File: src/lmc_regs.svh
// Offsets, field positions, reset values and frame constants of the command decoder
`ifndef LMC_REGS_SVH
`define LMC_REGS_SVH

// Register byte offsets on the Wishbone slave
`define LMC_OFS_NODE        8'h00
`define LMC_OFS_IDS         8'h04
`define LMC_OFS_SECURE_POSITION_VALUE      8'h08
`define LMC_OFS_STATUS      8'h0C
`define LMC_OFS_LASTCMD     8'h10

// Field positions
`define LMC_IDS_STATUS_LSB  0
`define LMC_IDS_WRITE_LSB   8
`define LMC_ST_REFDONE_BIT  8
`define LMC_ST_OTPPEND_BIT  9
`define LMC_ST_FRMERR_BIT   10

// Reset values
`define LMC_RST_NODE        7'h00
`define LMC_RST_STATUS_ID   6'h10
`define LMC_RST_WRITE_ID    6'h00
`define LMC_RST_SECURE_POSITION_VALUE      11'h000

// Frame constants
`define LMC_ID_PREPARE      6'h3C
`define LMC_ID_INFRAME      6'h3D
`define LMC_APP_CMD         8'h80
`define LMC_CMD_PARAM_READ  7'h02
`define LMC_CMD_SECURE      7'h04
`define LMC_CMD_STOP        7'h05
`define LMC_CMD_POS_RESET   7'h06
`define LMC_PAD_BYTE        8'hFF
`define LMC_LEN_PREPARE     4'h8
`define LMC_LEN_WRITE       4'h2
`define LMC_LEN_OTP         4'h8
`define LMC_LEN_STATUS      4'h2

`endif

File: src/lmc_pkg.sv
// Types shared by the command decoder
package lmc_pkg;

    // Frame handling states
    typedef enum logic [1:0] {
        LMC_IDLE = 2'b00,
        LMC_RECV = 2'b01,
        LMC_SEND = 2'b10
    } lmc_state_t;

    // Kind of answer being sent
    typedef enum logic [0:0] {
        LMC_ANS_OTP    = 1'b0,
        LMC_ANS_STATUS = 1'b1
    } lmc_answer_t;

endpackage

File: src/lmc_decoder.sv
// Command decoder and in-frame responder of the bus-controlled stepper positioner
//
// Function
// - Preparing frame: 0x80, command 0x82, flagged node address, five FF pads.
// - Reading frame answer holds parameter bytes 0x00 to 0x07 ascending.
// - Parameter answer uses indirect identifier 0x3D.
// - Short status answered with two data bytes under a direct identifier.
// - Status byte 1: switch and address; byte 2: six flags, temperature info.
// - Reported status flags are cleared after a short status answer.
// - Writing frames use the general two-byte slot; command from data only.
// - Secure position command moves the motor to the stored 11-bit value.
// - Secure move also raised on bus loss, after init, before sleep.
// - Secure frame: command 0x84, then broadcast bit and node address.
// - Broadcast bit 0 makes every node take the secure move.
// - Coil fault triggers an immediate stop.
// - Stop while moving sets the step-loss flag.
// - Once stopped, actual position is copied into target position.
// - Stop frame: command 0x85, then broadcast bit and node address.
// - Broadcast bit 0 makes every node stop.
// - Position reset clears actual and target positions.
// - Position reset sets the reference-done flag.
// - Position reset frame: command 0x86, then broadcast bit and address.
// - Broadcast bit 0 makes every node reset its positions.
`timescale 1ns/1ps
`include "lmc_regs.svh"

module lmc_decoder #(
    parameter int BUF_DEPTH = 9
) (
    input  wire logic        clk,
    input  wire logic        rst,
    input  wire logic        wb_cyc_i,
    input  wire logic        wb_stb_i,
    input  wire logic        wb_we_i,
    input  wire logic [7:0]  wb_adr_i,
    input  wire logic [3:0]  wb_sel_i,
    input  wire logic [31:0] wb_dat_i,
    output logic      [31:0] wb_dat_o,
    output logic             wb_ack_o,
    input  wire logic        rx_start,
    input  wire logic [7:0]  rx_pid,
    input  wire logic        rx_valid,
    input  wire logic [7:0]  rx_data,
    input  wire logic        tx_ready,
    output logic             tx_valid,
    output logic      [7:0]  tx_data,
    input  wire logic [63:0] otp_bytes,
    input  wire logic        motion_switch,
    input  wire logic [1:0]  temp_info,
    input  wire logic [5:0]  flag_events,
    input  wire logic        coil_fault,
    input  wire logic        motor_moving,
    input  wire logic        motor_stopped,
    input  wire logic        lin_lost,
    input  wire logic        init_done,
    input  wire logic        sleep_entry,
    input  wire logic        secure_inhibit,
    output logic             goto_secure,
    output logic      [10:0] secure_target,
    output logic             hard_stop,
    output logic             copy_act_to_tag,
    output logic             clear_positions,
    output logic             reference_done
);

    ////////////////////////////////////////////////////////////////////////////
    // Helpers

    // Classic checksum step: add with end-around carry; the caller inverts the sum
    function automatic logic [7:0] csum_add(input logic [7:0] acc, input logic [7:0] b);
        logic [8:0] s;
        s = {1'b0, acc} + {1'b0, b};
        return s[7:0] + {7'h00, s[8]};
    endfunction

    // Protected identifier parity check
    function automatic logic pid_ok(input logic [7:0] p);
        logic p0;
        logic p1;
        p0 = p[0] ^ p[1] ^ p[2] ^ p[4];
        p1 = ~(p[1] ^ p[3] ^ p[4] ^ p[5]);
        return (p[6] == p0) && (p[7] == p1);
    endfunction

    ////////////////////////////////////////////////////////////////////////////
    // State

    lmc_pkg::lmc_state_t  state_ff;
    lmc_pkg::lmc_answer_t ans_ff;
    logic [7:0]  buf_ff [BUF_DEPTH];
    logic [3:0]  cnt_ff;
    logic [3:0]  len_ff;
    logic [7:0]  sum_ff;
    logic [6:0]  node_ff;
    logic [5:0]  status_id_ff;
    logic [5:0]  write_id_ff;
    logic [10:0] secure_position_value_ff;
    logic [5:0]  flags_ff;
    logic [5:0]  reported_ff;
    logic [7:0]  status_b2_ff;
    logic        otp_pend_ff;
    logic        refdone_ff;
    logic        frmerr_ff;
    logic [7:0]  lastcmd_ff;
    logic        stop_wait_ff;
    logic        coil_ff;
    logic        tx_valid_ff;
    logic [7:0]  tx_data_ff;
    logic        goto_ff;
    logic        stop_ff;
    logic        copy_ff;
    logic        clr_ff;
    logic        ack_ff;
    logic [31:0] rdat_ff;

    ////////////////////////////////////////////////////////////////////////////
    // Bus slave decode

    wire         wb_req    = wb_cyc_i && wb_stb_i && !ack_ff;
    wire         wb_wr     = wb_req && wb_we_i;
    wire         hit_node  = wb_adr_i == `LMC_OFS_NODE;
    wire         hit_ids   = wb_adr_i == `LMC_OFS_IDS;
    wire         hit_sec   = wb_adr_i == `LMC_OFS_SECURE_POSITION_VALUE;
    wire         hit_stat  = wb_adr_i == `LMC_OFS_STATUS;
    wire         hit_last  = wb_adr_i == `LMC_OFS_LASTCMD;
    wire [31:0]  rd_status = {21'h000000, frmerr_ff, otp_pend_ff, refdone_ff,
                              flags_ff, temp_info};
    // Unmapped offsets answer with zero data, never a stall
    wire [31:0]  rd_mux    = hit_node ? {25'h0000000, node_ff} :
                             hit_ids  ? {18'h00000, write_id_ff, 2'h0, status_id_ff} :
                             hit_sec  ? {21'h000000, secure_position_value_ff} :
                             hit_stat ? rd_status :
                             hit_last ? {24'h000000, lastcmd_ff} : 32'h00000000;

    ////////////////////////////////////////////////////////////////////////////
    // Frame header decode

    wire [5:0]   hdr_id     = rx_pid[5:0];
    wire         hdr_good   = rx_start && pid_ok(rx_pid);
    wire         hdr_prep   = hdr_id == `LMC_ID_PREPARE;
    wire         hdr_otp    = (hdr_id == `LMC_ID_INFRAME) && otp_pend_ff;
    wire         hdr_status = hdr_id == status_id_ff;
    wire         hdr_write  = hdr_id == write_id_ff;

    ////////////////////////////////////////////////////////////////////////////
    // Reception

    wire         rx_take    = (state_ff == lmc_pkg::LMC_RECV) && rx_valid;
    wire         rx_last    = rx_take && (cnt_ff == len_ff);
    wire         sum_good   = rx_data == ~sum_ff;
    wire         frame_ok   = rx_last && sum_good;
    wire         frame_bad  = rx_last && !sum_good;

    // Preparing frame for the parameter read
    wire         prep_hit   = (len_ff == `LMC_LEN_PREPARE)
                              && (buf_ff[0] == `LMC_APP_CMD)
                              && (buf_ff[1] == {1'b1, `LMC_CMD_PARAM_READ})
                              && (buf_ff[2] == {1'b1, node_ff})
                              && (buf_ff[3] == `LMC_PAD_BYTE)
                              && (buf_ff[4] == `LMC_PAD_BYTE)
                              && (buf_ff[5] == `LMC_PAD_BYTE)
                              && (buf_ff[6] == `LMC_PAD_BYTE)
                              && (buf_ff[7] == `LMC_PAD_BYTE);

    // Two-byte writing frame: command in byte 1, broadcast and address in byte 2
    wire         wr_frame   = (len_ff == `LMC_LEN_WRITE) && buf_ff[0][7];
    wire         addr_match = !buf_ff[1][7] || (buf_ff[1][6:0] == node_ff);
    wire         wr_ok      = frame_ok && wr_frame && addr_match;
    wire         cmd_secure = wr_ok && (buf_ff[0][6:0] == `LMC_CMD_SECURE);
    wire         cmd_stop   = wr_ok && (buf_ff[0][6:0] == `LMC_CMD_STOP);
    wire         cmd_reset  = wr_ok && (buf_ff[0][6:0] == `LMC_CMD_POS_RESET);

    ////////////////////////////////////////////////////////////////////////////
    // Internal events

    wire         coil_rise  = coil_fault && !coil_ff;
    wire         stop_req   = cmd_stop || coil_rise;
    // Priority: a stop in the same cycle, or an external inhibit, drops the move
    wire         secure_req = (cmd_secure || lin_lost || init_done || sleep_entry)
                              && !secure_inhibit && !stop_req;
    wire         lost_steps = stop_req && motor_moving;

    ////////////////////////////////////////////////////////////////////////////
    // Transmission

    wire         tx_move    = tx_valid_ff && tx_ready;
    wire         tx_done    = tx_move && (cnt_ff == len_ff);
    wire [7:0]   status_b1  = {motion_switch, node_ff};
    wire [7:0]   status_b2  = {flags_ff, temp_info};
    wire [3:0]   cnt_next   = cnt_ff + 4'h1;
    wire [7:0]   otp_next   = otp_bytes[{cnt_next[2:0], 3'b000} +: 8];
    wire [7:0]   tx_byte    = (cnt_next == len_ff) ? ~csum_add(sum_ff, tx_data_ff) :
                              (ans_ff == lmc_pkg::LMC_ANS_OTP) ? otp_next :
                              status_b2_ff;
    // Flags reported in a finished status answer are dropped; new events win
    wire [5:0]   flag_clr   = (tx_done && (ans_ff == lmc_pkg::LMC_ANS_STATUS)) ?
                              reported_ff : 6'h00;
    wire [5:0]   flag_set   = flag_events | {1'b0, lost_steps, 4'h0};
    wire [5:0]   nxt_flags  = (flags_ff & ~flag_clr) | flag_set;

    ////////////////////////////////////////////////////////////////////////////
    // Frame state machine
    always_ff @(posedge clk) begin
        if (rst) begin
            state_ff <= lmc_pkg::LMC_IDLE;
            ans_ff   <= lmc_pkg::LMC_ANS_OTP;
            cnt_ff   <= 4'h0;
            len_ff   <= 4'h0;
            sum_ff   <= 8'h00;
        end else if (hdr_good && hdr_prep) begin
            state_ff <= lmc_pkg::LMC_RECV;
            cnt_ff   <= 4'h0;
            len_ff   <= `LMC_LEN_PREPARE;
            sum_ff   <= 8'h00;
        end else if (hdr_good && hdr_otp) begin
            state_ff <= lmc_pkg::LMC_SEND;
            ans_ff   <= lmc_pkg::LMC_ANS_OTP;
            cnt_ff   <= 4'h0;
            len_ff   <= `LMC_LEN_OTP;
            sum_ff   <= 8'h00;
        end else if (hdr_good && hdr_status) begin
            state_ff <= lmc_pkg::LMC_SEND;
            ans_ff   <= lmc_pkg::LMC_ANS_STATUS;
            cnt_ff   <= 4'h0;
            len_ff   <= `LMC_LEN_STATUS;
            sum_ff   <= 8'h00;
        end else if (hdr_good && hdr_write) begin
            state_ff <= lmc_pkg::LMC_RECV;
            cnt_ff   <= 4'h0;
            len_ff   <= `LMC_LEN_WRITE;
            sum_ff   <= 8'h00;
        end else if (rx_start) begin
            state_ff <= lmc_pkg::LMC_IDLE; // Foreign or corrupt header
        end else if (rx_last || tx_done) begin
            state_ff <= lmc_pkg::LMC_IDLE;
        end else if (rx_take) begin
            cnt_ff   <= cnt_next;
            sum_ff   <= csum_add(sum_ff, rx_data);
        end else if (tx_move) begin
            cnt_ff   <= cnt_next;
            sum_ff   <= csum_add(sum_ff, tx_data_ff);
        end
    end

    // Receive buffer, indexed by byte count
    always_ff @(posedge clk) begin
        if (rx_take && !rx_last) begin
            buf_ff[cnt_ff] <= rx_data;
        end
    end

    // Answer byte stream; first byte loaded with the header
    always_ff @(posedge clk) begin
        if (rst) begin
            tx_valid_ff  <= 1'b0;
            tx_data_ff   <= 8'h00;
            status_b2_ff <= 8'h00;
            reported_ff  <= 6'h00;
        end else if (hdr_good && hdr_otp) begin
            tx_valid_ff  <= 1'b1;
            tx_data_ff   <= otp_bytes[7:0];
        end else if (hdr_good && hdr_status && !hdr_prep) begin
            tx_valid_ff  <= 1'b1;
            tx_data_ff   <= status_b1;
            status_b2_ff <= status_b2;
            reported_ff  <= flags_ff; // Snapshot of what this answer reports
        end else if (rx_start || tx_done) begin
            tx_valid_ff  <= 1'b0;
        end else if (tx_move) begin
            tx_data_ff   <= tx_byte;
        end
    end

    ////////////////////////////////////////////////////////////////////////////
    // Status flags and command results
    always_ff @(posedge clk) begin
        if (rst) begin
            flags_ff    <= 6'h00;
            otp_pend_ff <= 1'b0;
            refdone_ff  <= 1'b0;
            frmerr_ff   <= 1'b0;
            lastcmd_ff  <= 8'h00;
        end else begin
            flags_ff    <= nxt_flags;
            if (frame_ok && prep_hit) begin
                otp_pend_ff <= 1'b1;
            end else if (tx_done && (ans_ff == lmc_pkg::LMC_ANS_OTP)) begin
                otp_pend_ff <= 1'b0;
            end
            if (cmd_reset) begin
                refdone_ff <= 1'b1;
            end
            // Sticky, cleared by writing one to it; a new error wins
            if (frame_bad) begin
                frmerr_ff <= 1'b1;
            end else if (wb_wr && hit_stat && wb_sel_i[1]
                         && wb_dat_i[`LMC_ST_FRMERR_BIT]) begin
                frmerr_ff <= 1'b0;
            end
            if (wr_ok) begin
                lastcmd_ff <= buf_ff[0];
            end
        end
    end

    // Stop handling: copy position once the motor reports standstill
    always_ff @(posedge clk) begin
        if (rst) begin
            coil_ff      <= 1'b0;
            stop_wait_ff <= 1'b0;
            stop_ff      <= 1'b0;
            copy_ff      <= 1'b0;
            goto_ff      <= 1'b0;
            clr_ff       <= 1'b0;
        end else begin
            coil_ff      <= coil_fault;
            stop_ff      <= stop_req;
            goto_ff      <= secure_req;
            clr_ff       <= cmd_reset;
            copy_ff      <= stop_wait_ff && motor_stopped;
            if (stop_req) begin
                stop_wait_ff <= 1'b1;
            end else if (motor_stopped) begin
                stop_wait_ff <= 1'b0;
            end
        end
    end

    ////////////////////////////////////////////////////////////////////////////
    // Software registers
    always_ff @(posedge clk) begin
        if (rst) begin
            node_ff      <= `LMC_RST_NODE;
            status_id_ff <= `LMC_RST_STATUS_ID;
            write_id_ff  <= `LMC_RST_WRITE_ID;
            secure_position_value_ff    <= `LMC_RST_SECURE_POSITION_VALUE;
        end else begin
            if (wb_wr && hit_node && wb_sel_i[0]) begin
                node_ff <= wb_dat_i[6:0];
            end
            if (wb_wr && hit_ids && wb_sel_i[0]) begin
                status_id_ff <= wb_dat_i[`LMC_IDS_STATUS_LSB +: 6];
            end
            if (wb_wr && hit_ids && wb_sel_i[1]) begin
                write_id_ff <= wb_dat_i[`LMC_IDS_WRITE_LSB +: 6];
            end
            if (wb_wr && hit_sec && wb_sel_i[0]) begin
                secure_position_value_ff[7:0] <= wb_dat_i[7:0];
            end
            if (wb_wr && hit_sec && wb_sel_i[1]) begin
                secure_position_value_ff[10:8] <= wb_dat_i[10:8];
            end
        end
    end

    // Reference done output, masked one cycle by a clear write; a position reset wins
    logic refout_ff;
    always_ff @(posedge clk) begin
        if (rst) begin
            refout_ff <= 1'b0;
        end else begin
            refout_ff <= cmd_reset || (refdone_ff && !(wb_wr && hit_stat
                         && wb_sel_i[1] && wb_dat_i[`LMC_ST_REFDONE_BIT]));
        end
    end

    // Single-cycle answer, dropped the cycle after
    always_ff @(posedge clk) begin
        if (rst) begin
            ack_ff  <= 1'b0;
            rdat_ff <= 32'h00000000;
        end else begin
            ack_ff  <= wb_req;
            rdat_ff <= wb_req ? rd_mux : 32'h00000000;
        end
    end

    ////////////////////////////////////////////////////////////////////////////
    // Outputs, all from flops
    assign wb_dat_o        = rdat_ff;
    assign wb_ack_o        = ack_ff;
    assign tx_valid        = tx_valid_ff;
    assign tx_data         = tx_data_ff;
    assign goto_secure     = goto_ff;
    assign secure_target   = secure_position_value_ff;
    assign hard_stop       = stop_ff;
    assign copy_act_to_tag = copy_ff;
    assign clear_positions = clr_ff;
    assign reference_done  = refout_ff;

endmodule // lmc_decoder

File: config.mk
export PLATFORM = sky130hd
export DESIGN_NAME = lmc_decoder
export DESIGN_NICKNAME = d
export VERILOG_FILES = /design/src/lmc_pkg.sv /design/src/lmc_decoder.sv
export VERILOG_INCLUDE_DIRS = /design/src
export SDC_FILE = /design/constraint.sdc
export NUM_CORES = 1
export LEC_CHECK = 0
export ABC_AREA = 1
export BUFFER_PORTS_ARGS = -buffer_cell sky130_fd_sc_hd__buf_2
export CORE_MARGIN = 5
export CORE_UTILIZATION = 45
export CTS_BUF_LIST = sky130_fd_sc_hd__clkbuf_2 sky130_fd_sc_hd__clkbuf_4 sky130_fd_sc_hd__clkbuf_8
export DETAILED_ROUTE_END_ITERATION = 7
export PLACE_DENSITY = 0.66
export SLEW_MARGIN = 40
export SYNTH_ARGS = -nofsm -noshare
export SYNTH_HDL_FRONTEND = slang
export SYNTH_SLANG_ARGS = --single-unit
File: constraint.sdc
create_clock -name clk -period 3 [get_ports clk]
set_clock_uncertainty 0.1 [all_clocks]
set_input_delay 0.45 -clock clk [delete_from_list [all_inputs] [get_ports clk]]
set_output_delay 0.45 -clock clk [all_outputs]
set_load 0.03 [all_outputs]
# Word level (Yosys, flattened, before mapping)
# Memories as Yosys holds them, arrays and structs flattened.
# Index checks and enable logic that the tools add are counted.
dict set report op_classes {
  reduce_logical 93
  n_shift 1
  n_mux 39
  n_eq_ne 29
  n_addsub 5
  bitwise_logic 19
}
# cell count
set op_table {}
lappend op_table {{8-bit 2-to-1 mux} 9}
lappend op_table {{64-bit by 7-bit variable part select with 8-bit output} 1}
lappend op_table {{8-bit equality test (second input constant)} 7}
lappend op_table {{1-bit logical AND} 53}
lappend op_table {{4-bit 2-to-1 mux} 6}
lappend op_table {{11-bit 2-to-1 mux} 2}
lappend op_table {{7-bit by 3-bit equality test with 1-bit output (second input constant)} 3}
lappend op_table {{8-bit by 8-bit adder with 9-bit output} 2}
lappend op_table {{8-bit by 1-bit adder with 8-bit output} 2}
lappend op_table {{8-bit by 4-bit equality test with 1-bit output (second input constant)} 2}
lappend op_table {{8-bit equality test} 2}
lappend op_table {{8-bit inverter} 2}
lappend op_table {{1-bit 2-to-1 mux} 14}
lappend op_table {{14-bit 2-to-1 mux} 1}
lappend op_table {{6-bit equality test} 2}
lappend op_table {{6-bit equality test (second input constant)} 2}
lappend op_table {{2-bit nonzero test} 6}
lappend op_table {{2-bit 2-to-1 mux} 5}
lappend op_table {{1-bit zero test} 9}
lappend op_table {{4-bit equality test} 2}
lappend op_table {{8-bit by 3-bit equality test with 1-bit output (second input constant)} 1}
lappend op_table {{8-bit by 5-bit equality test with 1-bit output (second input constant)} 1}
lappend op_table {{8-bit zero test} 1}
lappend op_table {{1-bit logical OR} 8}
lappend op_table {{25 further kinds} 43}
dict set report totals {
  output_inout_bits 58
  in_bits 148
  ram_bits 72
  register_bits 127
  n_memories 1
}
# name words width rd rd_clocked_by_memory_dff write_ports line_no
set memory_table {}
lappend memory_table {buf_ff 9 8 8 0 1 lmc_decoder.sv:90} ;# logic [7:0] buf_ff [BUF_DEPTH];

# Longest topological paths before layout
# Gate-level depths: netlist (run 1).
dict set report depth {
  word_depth 12
  mapped_depth 20
  ltp_nobuf 20
}

# Worst setup path before layout (run 1)
# Ideal clock, no wire load.
dict set report synth_path {
  path_kind {in2reg}
  startpoint {input rx_data[0]}
  endpoint {register sum_ff[6]}
  arrival_time_ns 2.351
  cell_stages 19
  t_required_ns 2.791
  slack_ns 0.440
  path_cell_list {ha_1 > inv_1 > fa_1 > inv_1 > nand2_1 > nand2_1 > a21oi_1 > nand2_1 > ha_1 > ha_1 > inv_1 > nor2_1 > nand3_1 > nor2_1 > nand3_1 > nand3_1 > nand3_1 > nand2_1 > inv_1}
}
dict set report synth_between {
  elab_chain_len 3
}
# element line_no
set synth_rtl {}
lappend synth_rtl {{start, declared} lmc_decoder.sv:43} ;# input wire logic [7:0] rx_data,
lappend synth_rtl {{8-bit by 8-bit adder with 9-bit output} lmc_decoder.sv:72} ;# s = {1'b0, acc} + {1'b0, b};
lappend synth_rtl {{8-bit by 1-bit adder with 8-bit output} lmc_decoder.sv:73} ;# return s[7:0] + {7'h00, s[8]};
lappend synth_rtl {{8-bit 2-to-1 mux} lmc_decoder.sv:236} ;# end else if (rx_take) begin
lappend synth_rtl {{end signal, assigned} lmc_decoder.sv:238} ;# sum_ff <= csum_add(sum_ff, rx_data);
lappend synth_rtl {{end signal, assigned} lmc_decoder.sv:241} ;# sum_ff <= csum_add(sum_ff, tx_data_ff);
lappend synth_rtl {{end, declared} lmc_decoder.sv:93} ;# logic [7:0] sum_ff;
# No other way between the ends.
# A chain may end at the register's enable or synchronous reset.

# Worst setup path in the final report (run 1)
dict set report layout_path {
  startpoint {register sum_ff[2]}
  endpoint {register sum_ff[7]}
}
dict set report layout_between {
  elab_chain_len 4
}
# element line_no
set layout_rtl {}
lappend layout_rtl {{8-bit by 8-bit adder with 9-bit output} lmc_decoder.sv:72}
lappend layout_rtl {{8-bit by 1-bit adder with 8-bit output} lmc_decoder.sv:73}
lappend layout_rtl {{8-bit 2-to-1 mux} lmc_decoder.sv:239} ;# end else if (tx_move) begin
lappend layout_rtl {{8-bit 2-to-1 mux *} lmc_decoder.sv:236}
# Mark *: on every way between the ends. The rest lies on a longest branch, timed or not. The select of a mux whose other input is x is not followed.

==> metrics.csv, run 1 <==
stage,metric,value,unit
power,leak pwr,0.004906,uW
grt,largest net degree at the start of global routing,38,
yosys,cell area after synthesis,9191,um^2
yosys,Netlist cell types,49,
power,Power Density,395.8,nW/um^2
power,peak supply drop,0.2709,mV
sta,Slew Limit Fails,0,
cells_and_area,layout cell share with drive strength beyond 1,19.48,%
yosys,Synth Area in Adders,3.975,%
routing,Residual DRC,0,
cts,worst-skew pair later-pin latency,0.46,ns
floorplanning,Rows,52,
critical_path,critical path peak fanout,7,
yosys,cells after synthesis,1231,
place,pre-CTS setup slack,0.04688,ns
yosys,combinational family with the most area after synthesis,simple AND/OR/NAND/NOR gates,
grt,Total GRT Usage,21.40,%
floorplanning,Initial Util,45.57,%
routing,Wirelength per Cell,15.33,um
yosys,Synth Flop Type,dfxtp_1,
floorplanning,core area,20170,um^2
min_path,worst hold path class,in -> reg,
cts,CTS tree,yes,
cts,# hold bufs at CTS,0,
routing,total wire length,26040,um
yosys,asr flop ratio synth,0,%
sta,crit path time final,2.820,ns
critical_path,crit path max-delay cell type,ha_2,
yosys,synthesis-stage register bit count,167,
critical_path,Crit path largest cell delay,0.41,ns
yosys,Synth Area in XOR/XNOR,2.382,%
cells_and_area,"most common cell after layout, fill and taps aside",nand2_1,
cts,CTS Buffer Depth,2,
yosys,post-synthesis simple-gate area fraction,29.49,%
critical_path,Crit Path Class,reg -> reg,
sta,Setup WS post-layout,0.1801,ns
yosys,"Seq/Total Area, Yosys",43.34,%
routing,Vias,8571,
cts,clk sink count,167,
place,gp weighted congestion,0.9009,
cells_and_area,Area Overhead vs Synth,17.15,%
critical_path,CP startpoint kind,register,
critical_path,critical path required time,3.27,ns
floorplanning,DIE AREA,23380,um^2
critical_path,Critical Path AT,3.09,ns
routing,first drt pass iteration count,5,
sta,FMAX,0.3546,GHz
routing,DR iter-0 viols,418,
place,DPL Wire Length,20390,um
routing,DRT antenna net count,0,
job,# Max-Cap Violations,0,
critical_path,crit end category,register,
floorplanning,die width,152.9,um
yosys,mux contribution to synthesized area,0,%
place,placed cells,1663,
yosys,number of flops mapped to enable cells by yosys,64,
grt,number of global-route vias before repair,7638,
yosys,YS warnings,0,
critical_path,"Cell Chain, Critical Path",ha_2 > nand2_1 > nor2_1 > nand2_1 > nand3_1 > a21oi_1 > o21bai_2 > ha_2 > nand2_1 > nor2_1 > nand3_2 > nor2_2 > nand4_1 > nand3_1 > nand3_1 > nand2_1 > inv_1,
cells_and_area,# nets final,1590,
grt,initial antenna violation count,1,
cts,"Clk pin slew, worst setup/hold paths",0.09,ns
sta,Final Hold Violating Endpoints,0,
sta,period utilisation layout,94.00,%
routing,vias per cell,5.048,
grt,global-route wire length before repair,40160,um
floorplanning,Die H,152.9,um
cts,H-tree depth,4,
grt,GR Overflow Total,0,
yosys,Syn Area/Cell,7.467,um^2
floorplanning,num ports,206,
cells_and_area,Layout Cells excl Fill,1698,
critical_path,most frequent CP cell,nand2_1,
cts,clk root buf,clkbuf_8,
sta,# setup viols final,0,
yosys,Compound-Gate Fraction of Synth Area,11.29,%
place,PortBufs,167,
cells_and_area,most frequent cells in the layout,"277 x nand2_1, 171 x nor2_1, 167 x buf_2",
status,status,"complete, no violations",
cts,clock buffer count from CTS,17,
-- critical path, delay by kind of cell (launching register included) --
kind / cells / cell delay, ns
and+or+nand+nor: 12 / 1.31
buffers and inverters: 1 / 0.03
adders and majority gates: 2 / 0.63
AOI/OAI and AO/OA: 2 / 0.29
DFF: 1 / 0.38
-- metal layers --
metal | vias up | track usage (%) | wire length [um]
li1 | 4365 | - | -
met1 | 3928 | 27.93 | 11130
met2 | 249 | 36.54 | 12980
met3 | 29 | 4.100 | 1515
met4 | 0 | 5.728 | 414
met5 | - | 0 | 0
-- synth_stat cells, types with 2 or more instances --
cell type / n / area (um^2)
dfxtp_1: 103 / 2062
and3_1: 2 / 12.51
o2111ai_1: 3 / 26.28
clkinv_1: 2 / 7.510
nand3b_1: 5 / 37.54
xnor2_1: 17 / 148.9
nand2_1: 277 / 1040
nor2_4: 3 / 33.78
nand2_2: 8 / 50.05
o21ai_0: 85 / 425.4
or2_2: 5 / 31.28
buf_1: 3 / 11.26
edfxtp_1: 64 / 1922
a31oi_1: 2 / 12.51
o21bai_1: 2 / 15.01
nor2_2: 3 / 18.77
nand4_1: 24 / 150.1
o21ai_1: 12 / 60.06
ha_1: 26 / 325.3
clkbuf_1: 17 / 63.81
inv_1: 137 / 514.2
buf_4: 20 / 150.1
nor4_1: 8 / 50.05
inv_2: 5 / 18.77
buf_2: 6 / 30.03
nand3_1: 92 / 460.4
nor2_1: 174 / 653.1
a21oi_1: 64 / 320.3
a21oi_2: 3 / 26.28
o211ai_1: 15 / 112.6
fa_1: 2 / 40.04
xor2_1: 8 / 70.07
nor3_1: 14 / 70.07
buf_6: 5 / 56.30
-- final timing paths --
path	start	to	slack [ns]	cells past startpoint
setup / recovery	sum_ff[2]$_SDFFE_PP0P_	sum_ff[7]$_SDFFE_PP0P_	0.18	17
hold / removal	motor_stopped	stop_wait_ff$_SDFFE_PP0P_	0.08	2
setup reg to reg	sum_ff[2]$_SDFFE_PP0P_	sum_ff[7]$_SDFFE_PP0P_	0.18	17
hold reg to reg	stop_wait_ff$_SDFFE_PP0P_	copy_act_to_tag$_SDFF_PP0_	0.34	2
-- cell type report --
type	instances	area, um^2
fillers	1980	9402
flip-flops and latches	167	3985
well taps	270	337.8
clock inverters	11	101.3
repair buffers	198	1069
multi-input cells	883	4429
diodes	1	2.502
inverters	147	560.5
clock buffers	21	282.8
-- kinds of logic (layout without fill, tap and decap cells) --
group	after synthesis	after routing
and+or+nand+nor	622	622
xor gates and xnor gates	25	25
DFF	167	167
buffers and inverters	198	377
adders and majority gates	28	28
other	1	19
AOI/OAI and AO/OA	190	190
-- sequential cells by signal, summed over array words and instances, names as in the netlist, 2 cells and up --
| signal | cells |
|---|---|
| lastcmd_ff | 8 |
| status_id_ff | 6 |
| sum_ff | 8 |
| write_id_ff | 6 |
| node_ff | 7 |
| cnt_ff | 4 |
| reported_ff | 6 |
| flags_ff | 6 |
| len_ff | 2 |
| status_b2_ff | 2 |
| buf_ff | 64 |
| state_ff | 2 |
| secure_target | 11 |
| tx_data | 8 |
| wb_dat_o | 14 |
-- power breakdown --
group | switching, uW | internal (uW) | total [uW] | leakage [uW]
Clock | 819 | 731 | 1550 | 0.000193
Sequential | 9.90 | 2360 | 2370 | 0.00141
Combinational | 216 | 128 | 344 | 0.00330
-- what timing repair did --
| item | 4_1_cts | 5_1_grt |
|---|---|---|
| setup buffers | 0 | 2 |
| endpoints found under the setup margin | 0 | 8 |
| resized for setup | 0 | 12 |
-- per-stage QoR --
stage                       TNS, ns  total power, uW  hold WS (ns)  util, %  cell area [um^2]
after CTS                         0             4291       0.06489    53.15             10720
final                             0             4262       0.08325    53.39             10770
after global placement            0             2760        0.3195    51.24             10330
after floorplan                   0             2615        0.3097        -              9255
after global routing      -0.009284             4430       0.07164    53.39             10770
after detailed placement          0             2763        0.3230    51.24             10330
Note: power is estimated with default switching activity, not from simulation.
==> run 2, diff against run 1 <==
- SETUP_SLACK_MARGIN: default -> 0.2
==> metrics.csv, run 2 (synthesis results as in run 1) <==
stage,metric,value,unit,change
critical_path,crit end category,register,,unchanged
routing,Residual DRC,0,,unchanged
routing,total wire length,26230,um,was 26040 um
place,gp weighted congestion,0.9009,,unchanged
power,peak supply drop,0.2729,mV,was 0.2709 mV
routing,DRT antenna net count,0,,unchanged
cells_and_area,max reg flops,64,,unchanged
cells_and_area,layout cell share with drive strength beyond 1,20.95,%,was 19.48%
routing,Wirelength per Cell,15.45,um,was 15.33 um
grt,Total GRT Usage,21.39,%,was 21.40%
cts,CTS tree,yes,,unchanged
critical_path,most frequent CP cell,nand2_1,,unchanged
routing,first drt pass iteration count,5,,unchanged
cts,clock buffer count from CTS,17,,unchanged
cts,clk sink count,167,,unchanged
cells_and_area,# nets final,1590,,unchanged
floorplanning,num ports,206,,unchanged
job,# Max-Cap Violations,0,,unchanged
power,sequential share of power,55.5,%,was 55.6%
place,placed inst area,10330,um^2,unchanged
power,sw frac,24.57,%,was 24.52%
critical_path,"Cell Chain, Critical Path",ha_4 > nand2_1 > nor2_1 > nand2_1 > nand3_1 > a21oi_2 > o21bai_2 > ha_2 > nand2_1 > nor2_1 > nand3_2 > nor2_4 > nand4_1 > nand3_1 > nand3_1 > nand2_1 > inv_1,,was ha_2 > nand2_1 > nor2_1 > nand2_1 > nand3_1 > a21oi_1 > o21bai_2 > ha_2 > nand2_1 > nor2_1 > nand3_2 > nor2_2 > nand4_1 > nand3_1 > nand3_1 > nand2_1 > inv_1
critical_path,critical path required time,3.27,ns,about the same
power,combinational power share,8.1,%,about the same
cts,CTS Buffer Depth,2,,unchanged
grt,largest net degree at the start of global routing,38,,unchanged
power,Power Density,391.3,nW/um^2,was 395.8 nW/um^2
critical_path,Worst Path Buf+Inv,1,,unchanged
floorplanning,DIE AREA,23380,um^2,unchanged
cts,H-tree depth,4,,unchanged
sta,RSZ-0062 raised after global routing,no,,
cells_and_area,Biggest register,buf_ff,,unchanged
power,clock share of power,36.4,%,about the same
critical_path,Crit path max-delay family,simple AND/OR/NAND/NOR gates,,unchanged
critical_path,Crit path largest cell delay,0.38,ns,was 0.41 ns
cts,# hold bufs at CTS,0,,unchanged
power,switching pwr,1048,uW,was 1045 uW
critical_path,CP startpoint kind,register,,unchanged
cts,clk root buf,clkbuf_8,,unchanged
grt,initial antenna violation count,1,,unchanged
sta,Slew Limit Fails,0,,unchanged
sta,post-route setup TNS,0,ns,unchanged
cells_and_area,"most common cell after layout, fill and taps aside",nand2_1,,unchanged
cts,"Clk pin slew, worst setup/hold paths",0.09,ns,about the same
grt,GR Overflow Total,0,,unchanged
status,status,"complete, no violations",,unchanged
place,PortBufs,167,,unchanged
sta,# setup viols final,0,,unchanged
floorplanning,Rows,52,,unchanged
critical_path,Critical Path AT,2.94,ns,was 3.09 ns
grt,number of global-route vias before repair,7652,,was 7638
sta,crit path time final,2.672,ns,was 2.820 ns
cts,worst-skew pair later-pin latency,0.47,ns,was 0.46 ns
routing,vias per cell,5.049,,was 5.048
floorplanning,Initial Util,45.57,%,unchanged
critical_path,critical path peak fanout,7,,unchanged
cells_and_area,# fillers,1962,,was 1980
power,Int Pwr,3216,uW,was 3217 uW
power,Tot Pwr,4264,uW,was 4262 uW
grt,global-route wire length before repair,40120,um,was 40160 um
floorplanning,core area,20170,um^2,unchanged
cells_and_area,Area Overhead vs Synth,18.55,%,was 17.15%
critical_path,Crit Path Class,reg -> reg,,unchanged
floorplanning,Die H,152.9,um,unchanged
routing,DR iter-0 viols,421,,was 418
sta,period utilisation layout,89.06,%,was 94.00%
min_path,worst hold path class,in -> reg,,unchanged
cells_and_area,Final Instance Area,10900,um^2,was 10770 um^2
cells_and_area,most frequent cells in the layout,"277 x nand2_1, 169 x nor2_1, 167 x buf_2",,"was 277 x nand2_1, 171 x nor2_1, 167 x buf_2"
floorplanning,die width,152.9,um,unchanged
power,leak pwr,0.004893,uW,was 0.004906 uW
critical_path,crit path max-delay cell type,dfxtp_4,,was ha_2
sta,FMAX,0.3743,GHz,was 0.3546 GHz
sta,Final Hold Violating Endpoints,0,,unchanged
place,DPL Wire Length,20390,um,unchanged
routing,Vias,8574,,was 8571
[run 2: cell counts in the layout (fill, tap and decap cells not counted)]
Identical to the previous run, type by type.
[run 2: through the flow]
step                      util (%)  setup WS (ns)  cells  hold slack, ns
after floorplan                  -         0.4397   1248          0.3097
after global placement       51.24        0.09953   1663          0.3195
after detailed placement     51.24        0.04688   1663          0.3230
after CTS                    53.22         0.1874   1695         0.06489
after global routing         54.03         0.1668   1698         0.07164
final                        54.03         0.3281   1698         0.07772
[run 2: worst register-to-register path, cell delays in order (launching register included)]
cell and delay (ns):
dfxtp_4 0.38, ha_4 0.31, nand2_1 0.06, nor2_1 0.09, nand2_1 0.07, nand3_1 0.10, a21oi_2 0.08, o21bai_2 0.19
ha_2 0.22, nand2_1 0.07, nor2_1 0.14, nand3_2 0.15, nor2_4 0.15, nand4_1 0.17, nand3_1 0.12, nand3_1 0.09
nand2_1 0.07, inv_1 0.03
[run 2: final cells by class]
class	count	area [um^2]	area share [%]
inverters	147	560.5	5.144
repair buffers	198	1069	9.806
clock inverters	11	101.3	0.9301
well taps	270	337.8	3.100
multi-input cells	883	4542	41.68
clock buffers	21	282.8	2.595
flip-flops and latches	167	4001	36.72
diodes	1	2.502	0.02296
[run 2: what timing repair did]
item / 4_1_cts / 5_1_grt
buffers inserted: 0 / 2
endpoints found under the setup margin: 4 / 12
gates cloned: 0 / 0
pin swaps: 0 / 9
hold endpoints to repair: 0 / 0
gates resized for setup: 2 / 39
[run 2: worst paths after layout]
check / to / cells after the start / from / slack [ns]
worst min-delay path: stop_wait_ff$_SDFFE_PP0P_ / 2 / motor_stopped / 0.08
worst max register to register: sum_ff[7]$_SDFFE_PP0P_ / 17 / sum_ff[2]$_SDFFE_PP0P_ / 0.33
worst max-delay path: sum_ff[7]$_SDFFE_PP0P_ / 17 / sum_ff[2]$_SDFFE_PP0P_ / 0.33
worst min register to register: copy_act_to_tag$_SDFF_PP0_ / 2 / stop_wait_ff$_SDFFE_PP0P_ / 0.34
[run 2: power groups by stage]
stage / logic [uW] / clock network (uW) / registers [uW]
floorplan: 193 / 0 / 2420
global placement: 339 / 0 / 2420
detailed placement: 342 / 0 / 2420
CTS: 344 / 1580 / 2370
global route: 383 / 1680 / 2370
finish: 347 / 1550 / 2370
[run 2: routing by layer]
metal	global-route usage [%]	wire length, um	share of wire [%]
met3	4.100	1313	5.0
met5	0	0	0
met1	27.82	11410	44
met4	5.728	361	1.4
met2	36.63	13150	50
